## src/common/lps_consts.svh

```systemverilog
// Timing and geometry constants of the linear pixel scan sequencer.
// Included by the package and the design files; definitions only.
`ifndef LPS_CONSTS_SVH
`define LPS_CONSTS_SVH

// ==========================================================
// Geometry
`define LPS_PIXEL_COUNT   128
`define LPS_DATA_W        8
`define LPS_CNT_W         8
`define LPS_IDX_W         7

// ==========================================================
// Sequence points, counted in sensor clocks, start edge = 1
`define LPS_FIRST_COUNT   8'h01
`define LPS_SETUP_CLOCKS  18
`define LPS_RELEASE_CLOCK 19
// Clocks from a pixel's read clock to its resume clock, plus one
`define LPS_RESUME_LAG    8'h02

// ==========================================================
// Pin synchroniser
`define LPS_SYNC_STAGES   2
`define LPS_PIN_COUNT     3

`endif

```

## src/common/lps_pkg.sv

```systemverilog
// Types shared by the linear pixel scan sequencer files.
// Assumes lps_consts.svh is on the include path.
`include "lps_consts.svh"

package lps_pkg;

   // ==========================================================
   // Sequencer states
   typedef enum logic [1:0] {
      LPS_ST_IDLE  = 2'b00,
      LPS_ST_SETUP = 2'b01,
      LPS_ST_READ  = 2'b10
   } lps_state_t;

endpackage

```

## src/hw/lps_scan_seq.sv

```systemverilog
// Scan and integration sequencer of a linear pixel sensor.
// Assumes the sensor clock, start and hold pins arrive asynchronously;
// the integrator levels on pixel_level_in are on the mclk_in domain.
//
// Overview of operation
// - Start sampled high on a sensor clock edge begins readout and setup.
// - Hold freezes all pixel samples; start shows pixel 1 at once.
// - Each further clock moves the output on to the next pixel.
// - Integrators held in reset for the start and 17 more clocks.
// - Clock 19 releases every integrator reset together.
// - Pixels 1 to 18 read during reset, resume sampling on clock 19.
// - From pixel 19, each pixel resumes sampling the clock after reading.
// - Clock n+1 returns the last pixel to sampling, output goes idle.
// - Integration time is start-to-hold span minus 18 setup clocks.
// - Previous exposure is read while the next one integrates.
// - Each pixel value stands for a whole sensor clock period.
// - Pixel count n is 128.
`timescale 1ns/1ns
`include "lps_consts.svh"

module lps_scan_seq
   import lps_pkg::*;
#(
   parameter int N  = `LPS_PIXEL_COUNT,
   parameter int DW = `LPS_DATA_W
) (
   input  wire logic              mclk_in,
   input  wire logic              reset_in,
   input  wire logic              sensor_clk_in,
   input  wire logic              start_in,
   input  wire logic              hold_in,
   input  wire logic [N*DW-1:0]   pixel_level_in,
   output logic      [DW-1:0]     analog_pixel_out,
   output logic                   analog_out_en_out,
   output logic      [`LPS_IDX_W-1:0] pixel_index_out,
   output logic                   integrator_reset_switch_out,
   output logic      [N-1:0]      sample_select_switch_out
);

   localparam int CW = `LPS_CNT_W;
   localparam int IW = `LPS_IDX_W;
   localparam logic [CW-1:0] LAST_PIX  = CW'(N);
   localparam logic [CW-1:0] END_CLK   = CW'(N + 1);
   localparam logic [CW-1:0] SETUP_CLK = CW'(`LPS_SETUP_CLOCKS);
   localparam logic [CW-1:0] REL_CLK   = CW'(`LPS_RELEASE_CLOCK);

   logic [`LPS_PIN_COUNT-1:0] pins_s;
   logic                      sclk_s;
   logic                      start_s;
   logic                      hold_s;
   logic                      sclk_prev_q;
   logic                      sclk_rise;
   logic                      start_take;
   logic                      hold_take;
   logic                      advance;
   logic [CW-1:0]             cnt_q;
   logic [CW-1:0]             cnt_nx;
   lps_state_t                state_q;
   logic [DW-1:0]             samp_q [N];
   logic [DW-1:0]             sel_val;

   function automatic logic [CW-1:0] next_count(input logic [CW-1:0] c);
      next_count = CW'(c + 1'b1);
   endfunction

   function automatic logic [IW-1:0] pix_of(input logic [CW-1:0] c);
      pix_of = IW'(c - 1'b1);
   endfunction

   // ==========================================================
   // Pin synchronisation and sensor clock edge
   lps_sync #(
      .W(`LPS_PIN_COUNT)
   ) u_sync (
      .mclk_in (mclk_in),
      .reset_in(reset_in),
      .pin_in  ({hold_in, start_in, sensor_clk_in}),
      .sync_out(pins_s)
   );

   assign sclk_s  = pins_s[0];
   assign start_s = pins_s[1];
   assign hold_s  = pins_s[2];

   // Start and hold share the clock's latency, so setup margin holds
   always_ff @(posedge mclk_in or posedge reset_in) begin
      if (reset_in) begin
         sclk_prev_q <= 1'b0;
      end else begin
         sclk_prev_q <= sclk_s;
      end
   end

   assign sclk_rise  = sclk_s & ~sclk_prev_q;
   assign start_take = sclk_rise & start_s;
   assign hold_take  = sclk_rise & hold_s;
   assign advance    = sclk_rise & ~start_s & (state_q != LPS_ST_IDLE);
   assign cnt_nx     = next_count(cnt_q);

   // ==========================================================
   // Clock counter and state
   always_ff @(posedge mclk_in or posedge reset_in) begin
      if (reset_in) begin
         cnt_q   <= '0;
         state_q <= LPS_ST_IDLE;
      end else if (start_take) begin
         cnt_q   <= `LPS_FIRST_COUNT;
         state_q <= LPS_ST_SETUP;
      end else if (advance) begin
         cnt_q <= cnt_nx;
         case (state_q)
            LPS_ST_SETUP: begin
               if (cnt_nx == REL_CLK) begin
                  state_q <= LPS_ST_READ;
               end
            end
            LPS_ST_READ: begin
               if (cnt_nx == END_CLK) begin
                  state_q <= LPS_ST_IDLE;
               end
            end
            default: begin
               state_q <= LPS_ST_IDLE;
            end
         endcase
      end
   end

   // ==========================================================
   // Integrator reset switch
   always_ff @(posedge mclk_in or posedge reset_in) begin
      if (reset_in) begin
         integrator_reset_switch_out <= 1'b0;
      end else if (start_take) begin
         integrator_reset_switch_out <= 1'b1;
      end else if (advance && cnt_nx == REL_CLK) begin
         integrator_reset_switch_out <= 1'b0;
      end
   end

   // ==========================================================
   // Output pixel select and drive enable
   always_ff @(posedge mclk_in or posedge reset_in) begin
      if (reset_in) begin
         pixel_index_out   <= '0;
         analog_out_en_out <= 1'b0;
      end else if (start_take) begin
         pixel_index_out   <= '0;
         analog_out_en_out <= 1'b1;
      end else if (advance) begin
         if (cnt_nx <= LAST_PIX) begin
            pixel_index_out <= pix_of(cnt_nx);
         end else if (cnt_nx == END_CLK) begin
            analog_out_en_out <= 1'b0;
         end
      end
   end

   // ==========================================================
   // Sample select switches, one per pixel
   always_ff @(posedge mclk_in or posedge reset_in) begin
      if (reset_in) begin
         sample_select_switch_out <= '1;
      end else begin
         for (int i = 0; i < N; i++) begin
            if (hold_take) begin
               sample_select_switch_out[i] <= 1'b0;
            end else if (advance) begin
               if (cnt_nx == REL_CLK && i < `LPS_SETUP_CLOCKS) begin
                  sample_select_switch_out[i] <= 1'b1;
               end
               if (cnt_nx > REL_CLK && cnt_nx <= END_CLK
                   && CW'(i) == CW'(cnt_nx - `LPS_RESUME_LAG)) begin
                  sample_select_switch_out[i] <= 1'b1;
               end
            end
         end
      end
   end

   // ==========================================================
   // Sample stage: tracks its integrator only while selected
   // held data read as next exposure integrates
   always_ff @(posedge mclk_in or posedge reset_in) begin
      if (reset_in) begin
         for (int i = 0; i < N; i++) begin
            samp_q[i] <= '0;
         end
      end else begin
         for (int i = 0; i < N; i++) begin
            if (sample_select_switch_out[i] && !hold_take) begin
               samp_q[i] <= integrator_reset_switch_out ? '0 :
                            pixel_level_in[i*DW +: DW];
            end
         end
      end
   end

   assign sel_val = samp_q[pixel_index_out];

   always_ff @(posedge mclk_in or posedge reset_in) begin
      if (reset_in) begin
         analog_pixel_out <= '0;
      end else begin
         analog_pixel_out <= analog_out_en_out ? sel_val : '0;
      end
   end
endmodule

```

## src/hw/lps_sync.sv

```systemverilog
// Two-flop synchroniser for a group of pin levels.
// Assumes the pins are independent levels; no bus coherence kept.
`timescale 1ns/1ns
`include "lps_consts.svh"

module lps_sync
   import lps_pkg::*;
#(
   parameter int W = 1
) (
   input  wire logic         mclk_in,
   input  wire logic         reset_in,
   input  wire logic [W-1:0] pin_in,
   output logic      [W-1:0] sync_out
);

   logic [W-1:0] meta_q;

   // ==========================================================
   // First stage feeds only the second
   always_ff @(posedge mclk_in or posedge reset_in) begin
      if (reset_in) begin
         meta_q   <= '0;
         sync_out <= '0;
      end else begin
         meta_q   <= pin_in;
         sync_out <= meta_q;
      end
   end

endmodule

```

## config.mk

```make
export PLATFORM = sky130hd
export DESIGN_NAME = lps_scan_seq
export DESIGN_NICKNAME = d
export VERILOG_FILES = /design/src/common/lps_pkg.sv /design/src/hw/lps_scan_seq.sv /design/src/hw/lps_sync.sv
export VERILOG_INCLUDE_DIRS = /design/src /design/src/common
export SDC_FILE = /design/constraint.sdc
export NUM_CORES = 2
export LEC_CHECK = 0
export ABC_CLOCK_PERIOD_IN_PS = 43500
export BUFFER_PORTS_ARGS = -buffer_cell sky130_fd_sc_hd__buf_2
export CAP_MARGIN = 0
export CORE_AREA = 3 3 461 463
export CTS_CLUSTER_SIZE = 25
export DETAILED_ROUTE_END_ITERATION = 6
export DIE_AREA = 0 0 464 466
export GPL_ROUTABILITY_DRIVEN = 0
export PLACE_DENSITY = 0.49
export SLEW_MARGIN = 20
export SYNTH_ARGS = -nofsm -noshare
export SYNTH_HDL_FRONTEND = slang
export SYNTH_HIERARCHICAL = 1
export SYNTH_SLANG_ARGS = --single-unit
```

## constraint.sdc

```tcl
create_clock -name mclk_in -period 43.5 [get_ports mclk_in]
set_clock_uncertainty 0.05 [all_clocks]
set_input_delay 2.175 -clock mclk_in [delete_from_list [all_inputs] [get_ports mclk_in]]
set_output_delay 2.175 -clock mclk_in [all_outputs]
set_load 0.02 [all_outputs]
```

# Word level (Yosys, flattened, before mapping)
# Index checks and enable logic that the tools add are counted.
# word_totals
register_bits,1186
input_bits,1029
output_inout_bits,145
elab_cells,1472
# op_classes
n_addsub,3
order_cmp,4
n_eq_ne,134
n_mux,533
n_bitwise,8
reduce_logical,525
# op_table
op,count
8-bit 2-to-1 mux,133
7-bit by 8-bit == test with 1-bit output (first input constant),64
1-bit 2-to-1 mux,391
1-bit logical AND,258
2-bit AND reduction,129
6-bit by 8-bit == test with 1-bit output (first input constant),32
2-bit nonzero test,116
5-bit by 8-bit == test with 1-bit output (first input constant),16
4-bit by 8-bit == test with 1-bit output (first input constant),8
8-bit binary-select mux with 7-bit select,1
3-bit nonzero test,18
3-bit by 8-bit == test with 1-bit output (first input constant),4
7-bit 2-to-1 mux,3
2-bit by 8-bit == test with 1-bit output (first input constant),2
8-bit less-or-equal comparator (second input constant),2
8-bit by 1-bit adder with 8-bit output (second input constant),1
1-bit by 8-bit == test with 1-bit output (first input constant),1
8-bit by 5-bit == test with 1-bit output (second input constant),1
8-bit == test (second input constant),1
8-bit greater-or-equal comparator (second input constant),1
8-bit by 5-bit > comparator with 1-bit output (second input constant),1
8-bit logical NOT,1
2-bit 2-to-1 mux,4
7-bit inverter with 8-bit output,1
other kinds (11),18

# Logic depth before layout (Yosys ltp)
# depth
ltp_word,7
depth_mapped,12
mapped_depth_nobuf,10

# Modules after synthesis
# The synthesis kept the hierarchy.
# by_module_without_submodules
module,instances,cells_each,area_per_inst_um2
lps_scan_seq,1,5763,57343.7
lps_sync,1,7,153.9

# Worst setup path before layout
# OpenSTA, ideal clock, no wires.
# synth_path
kind,register -> register
start,reg cnt_q[0]
end,reg sample_select_switch_out[40]
setup_ps,91
arrival_time_ps,2734
path_slack_ps,40625
path_stages_with_launch,13
period_less_slack_ps,2875
cell_sequence,dfrtp_1 > ha_1 > buf_2 > buf_2 > xnor2_1 > ha_1 > nand2b_1 > o22a_1 > or4_1 > nand3_1 > nand3_2 > buf_2 > o31ai_1
# synth_via
elab_chain_len,6
# synth_lines
element,line_no,text
from (decl),lps_scan_seq.sv:56,logic [CW-1:0] cnt_q;
from (signal assigned),lps_scan_seq.sv:107,cnt_q <= `LPS_FIRST_COUNT;
from (signal assigned),lps_scan_seq.sv:110,cnt_q <= cnt_nx;
8-bit by 1-bit adder with 8-bit output *,lps_scan_seq.sv:63,next_count = CW'(c + 1'b1);
8-bit by 2-bit subtractor with 8-bit output (no line) (tied with other cells),--,
6-bit by 8-bit == test with 1-bit output or 1-bit logical AND (tied branches),"lps_scan_seq.sv:173, lps_scan_seq.sv:172",
1-bit logical AND *,lps_scan_seq.sv:172,if (cnt_nx > REL_CLK && cnt_nx <= END_CLK
2-bit nonzero test (no line) *,--,
2-bit AND reduction (no line) *,--,
"to (signal, indexed assignment)",lps_scan_seq.sv:167,sample_select_switch_out[i] <= 1'b0;
"to (signal, indexed assignment)",lps_scan_seq.sv:170,sample_select_switch_out[i] <= 1'b1;
"to (signal, indexed assignment)",lps_scan_seq.sv:174,sample_select_switch_out[i] <= 1'b1;
to (decl),lps_scan_seq.sv:37,output logic [N-1:0] sample_select_switch_out
# Every way passes the cells marked *; elsewhere a longest branch is shown, timed or not.
# A chain may end at the register's enable or synchronous reset.

==> results by group <==
Setup path
  – Top cell by count, worst path: buf_4
  – Crit-path max cell delay: 870 ps
  – Setup CP Type: input port to asynchronous set/reset pin
  – Startpoint Class: input port
  – CP max FO: 140
  – WP data required: between 40000 and 50000 ps
  – Highest-delay cell along the critical path: buf_4
  – Worst-path cell chain: buf_2 -> inv_8 -> buf_4 -> buf_4 -> buf_4 -> buf_4 -> buf_4
  – CP Capture Type: asynchronous set/reset pin
  – Critical Path AT: approximately 7500 ps

Clock network
  – Clock Latency Late Sink: around 800 ps
  – Worst-path clk slew: 60 ps
  – Maximum root-to-sink buffer count: 3
  – CTS Buf Count: 146
  – CTS tree: yes
  – Resize count post-CTS: 0
  – CTS Hold Buffers Added: 0
  – Post-CTS setup buffers: 0
  – Root buffer cell: clkbuf_16
  – Clock Sink Count: 1186
  – CTS H-Tree Depth: 4

Detailed routing
  – WL final: 278000 um
  – DRC: 0
  – Initial DRC count: 4394
  – Detail Route Antenna Nets: 0
  – Wire length per cell: roughly 29 um
  – Via density: 4.98
  – Total iterations of the first detailed-routing run: 7
  – Via count: between 40000 and 50000

Synth
  – Unique masters post-synth: 64
  – Main synth FF type: dfrtp_1
  – Sequential share of the synthesized area: 0.519
  – Mapped Nets: between 6000 and 7000
  – Post-Syn Area per Cell: between 9 and 10 um^2
  – Mapped Area: 57500 um^2
  – Post-Synthesis Cells: a little under 6000
  – Cell taking the most area after synthesis: dfrtp_1
  – Post-synthesis async set-or-reset flop share: 1.00
  – Warning count from the yosys run: 6
  – #FFs+latches synth: 1186
  – Top cell type's share of synthesized area: 0.460
  – EDFF count, synth: 0
  – Synth top area cells: dfrtp_1, nand2b_1, o21ai_0, nand2_1, mux4_2

Min path
  – Min-Delay Path Class: register to register

Global route
  – Vias in the first global route: 48800
  – Gr usage total: 0.251
  – Largest net degree at the start of global routing: 251
  – Initial antenna violation count: 109
  – Remaining Overflow, GRT: 0
  – First-pass GRT wire length: approximately 380000 um

Timing
  – Relative slew slack: -0.0236
  – Unrepaired setup endpoints after global routing: no
  – Fmax: about 150 MHz
  – Period utilization: 0.155
  – Fin. Hold Viols: 0
  – Post-Route Setup TNS: 0 ps
  – Final setup fails: 0
  – Worst-margin pin slew: 1540 ps
  – Minimum clock period: 6750 ps
  – Pins over their slew limit: 2

Power
  – P_int: about 2.0 mW
  – NetSw: between 800 and 900 uW
  – Peak supply drop: 42.0 uV
  – Clock power share: 0.462
  – Switching portion of total power: 0.285
  – Static Leak: 31.0 nW
  – Pwr dens: 39.8 nW/um^2
  – Sequential Power Share: 0.404
  – Combinational fraction of design power: 0.135

Floorplan
  – Row count: 168
  – Die area: between 200000 and 250000 um^2
  – Core area: 209000 um^2
  – Die extent in y: 466 um
  – Initial core utilization: 0.275
  – IO Pins: roughly 1200
  – Die span in x: 464 um

Run status
  – Failing checks: max-capacitance violations, max-slew violations
  – Status: finished, violations left

Placed design
  – Dpl hpwl: 213000 um
  – DP Area: around 66000 um^2
  – Number of buffers added on ports: roughly 1200

Cells and area
  – Layout area overhead: 23.7%
  – Filler cell count: roughly 22000
  – Fraction of layout cells with a size suffix above 1: 0.267
  – Final Cell Area: just over 70000 um^2
  – Final net count: 7797

Run
  – Max Cap Violations: 1
[cell families after synthesis]
family	Yosys count	share of synthesized area
mux	401	0.110
xor+xnor	19	0.00381
buf+inv	395	0.0285
simple gates	2412	0.207
flops	1186	0.519
compound gates	1351	0.130
fa+ha+maj	6	0.00131
[sequential cells by signal, summed over array words and instances (netlist names)]
name,flops
u_sync/sync_out,3
cnt_q,8
analog_pixel_out,8
samp_q,1024
pixel_index_out,7
state_q,2
sclk_prev_q,1
u_sync/meta_q,3
sample_select_switch_out,128
analog_out_en_out,1
integrator_reset_switch_out,1
[synth_stat cells (12+ instances only)]
| cell | count |
|---|---|
| nand4_1 | 12 |
| clkbuf_1 | 290 |
| dfstp_2 | 128 |
| mux4_2 | 186 |
| buf_1 | 19 |
| nor2b_1 | 12 |
| a21oi_1 | 15 |
| dfrtp_1 | 1058 |
| nand2b_1 | 1029 |
| buf_2 | 68 |
| o31ai_1 | 72 |
| nand3_1 | 57 |
| o22ai_1 | 30 |
| mux2i_1 | 215 |
| xnor2_1 | 12 |
| nor2_1 | 27 |
| a22oi_1 | 102 |
| o21ai_0 | 1083 |
| nand2_1 | 1230 |
[metal layers]
| layer | up-vias | routed length, um | share of wire | track usage |
|---|---|---|---|---|
| met4 | 36 | 10100 | 0.036 | 0.0828 |
| met2 | 2028 | 130000 | 0.47 | 0.408 |
| met5 | - | 236 | 0.00085 | 0 |
| li1 | 21800 | - | - | - |
| met1 | 24200 | 119000 | 0.43 | 0.334 |
| met3 | 407 | 18400 | 0.066 | 0.0504 |
[power groups by stage]
stage / logic (mW) / clock network [mW] / registers (mW)
final: 0.381 / 1.31 / 1.14
after global routing: 0.407 / 1.38 / 1.14
after CTS: 0.390 / 1.34 / 1.15
after detailed placement: 0.389 / 0 / 1.16
after global placement: 0.389 / 0 / 1.16
after floorplan: 0.227 / 0 / 1.14
[layout by cell type, fill, tap and decap left out, types with 35 or more instances in the layout]
cell type / count
buf_2: 1173
diode_2: 35
clkbuf_16: 152
nand3_1: 51
mux2i_1: 215
a22oi_1: 102
dfstp_2: 128
nand2b_1: 1029
mux4_2: 186
nand2_1: 1227
buf_4: 53
o21ai_0: 1083
o31ai_1: 72
dfrtp_1: 1052
[critical path: cells and delay by family]
family | cells | cell delay [ps]
buf+inv | 7 | 4930
[final cells by class]
type                            count  area [um^2]  area share
Antenna cell                       35         87.6     0.00123
Clock buffer                      218         4380      0.0616
Timing Repair Buffer             1231         6350      0.0893
Sequential cell                  1186        29900       0.420
Tap cell                         2805         3510      0.0493
Clock inverter                     54          739      0.0104
Inverter                            8         37.5    0.000528
Multi-Input combinational cell   4189        26200       0.368
[worst paths after layout]
path / start / end / slack [ps] / cells after the start
worst max register to register: pixel_index_out[1] / analog_pixel_out[3] / 38720 / 7
worst min-delay path: u_sync/meta_q[2] / u_sync/sync_out[2] / 300 / 0
min in group asynchronous: reset_in / u_sync/meta_q[0] / 1410 / 2
max in group mclk_in: pixel_index_out[1] / pixel_index_out[1] / 37580 / 3
worst max-delay path: reset_in / samp_q[698] / 36750 / 7
worst min register to register: u_sync/meta_q[2] / u_sync/sync_out[2] / 300 / 0
[metrics by stage]
| stage | total power, mW | util | setup slack (ps) | std cells | hold slack (ps) |
|---|---|---|---|---|---|
| 3_5_place_dp | 1.55 | 0.315 | 35770 | 9419 | 285 |
| 3_3_place_gp | 1.55 | 0.315 | 35830 | 9419 | 291 |
| 4_1_cts | 2.87 | 0.340 | 36630 | 9691 | 298 |
| 5_1_grt | 2.93 | 0.340 | 36040 | 9710 | 303 |
| 2_1_floorplan | 1.37 | - | 8250 | 5770 | 281 |
| 6_report | 2.83 | 0.340 | 36750 | 9726 | 296 |
Power figures use the tool's default switching activity.
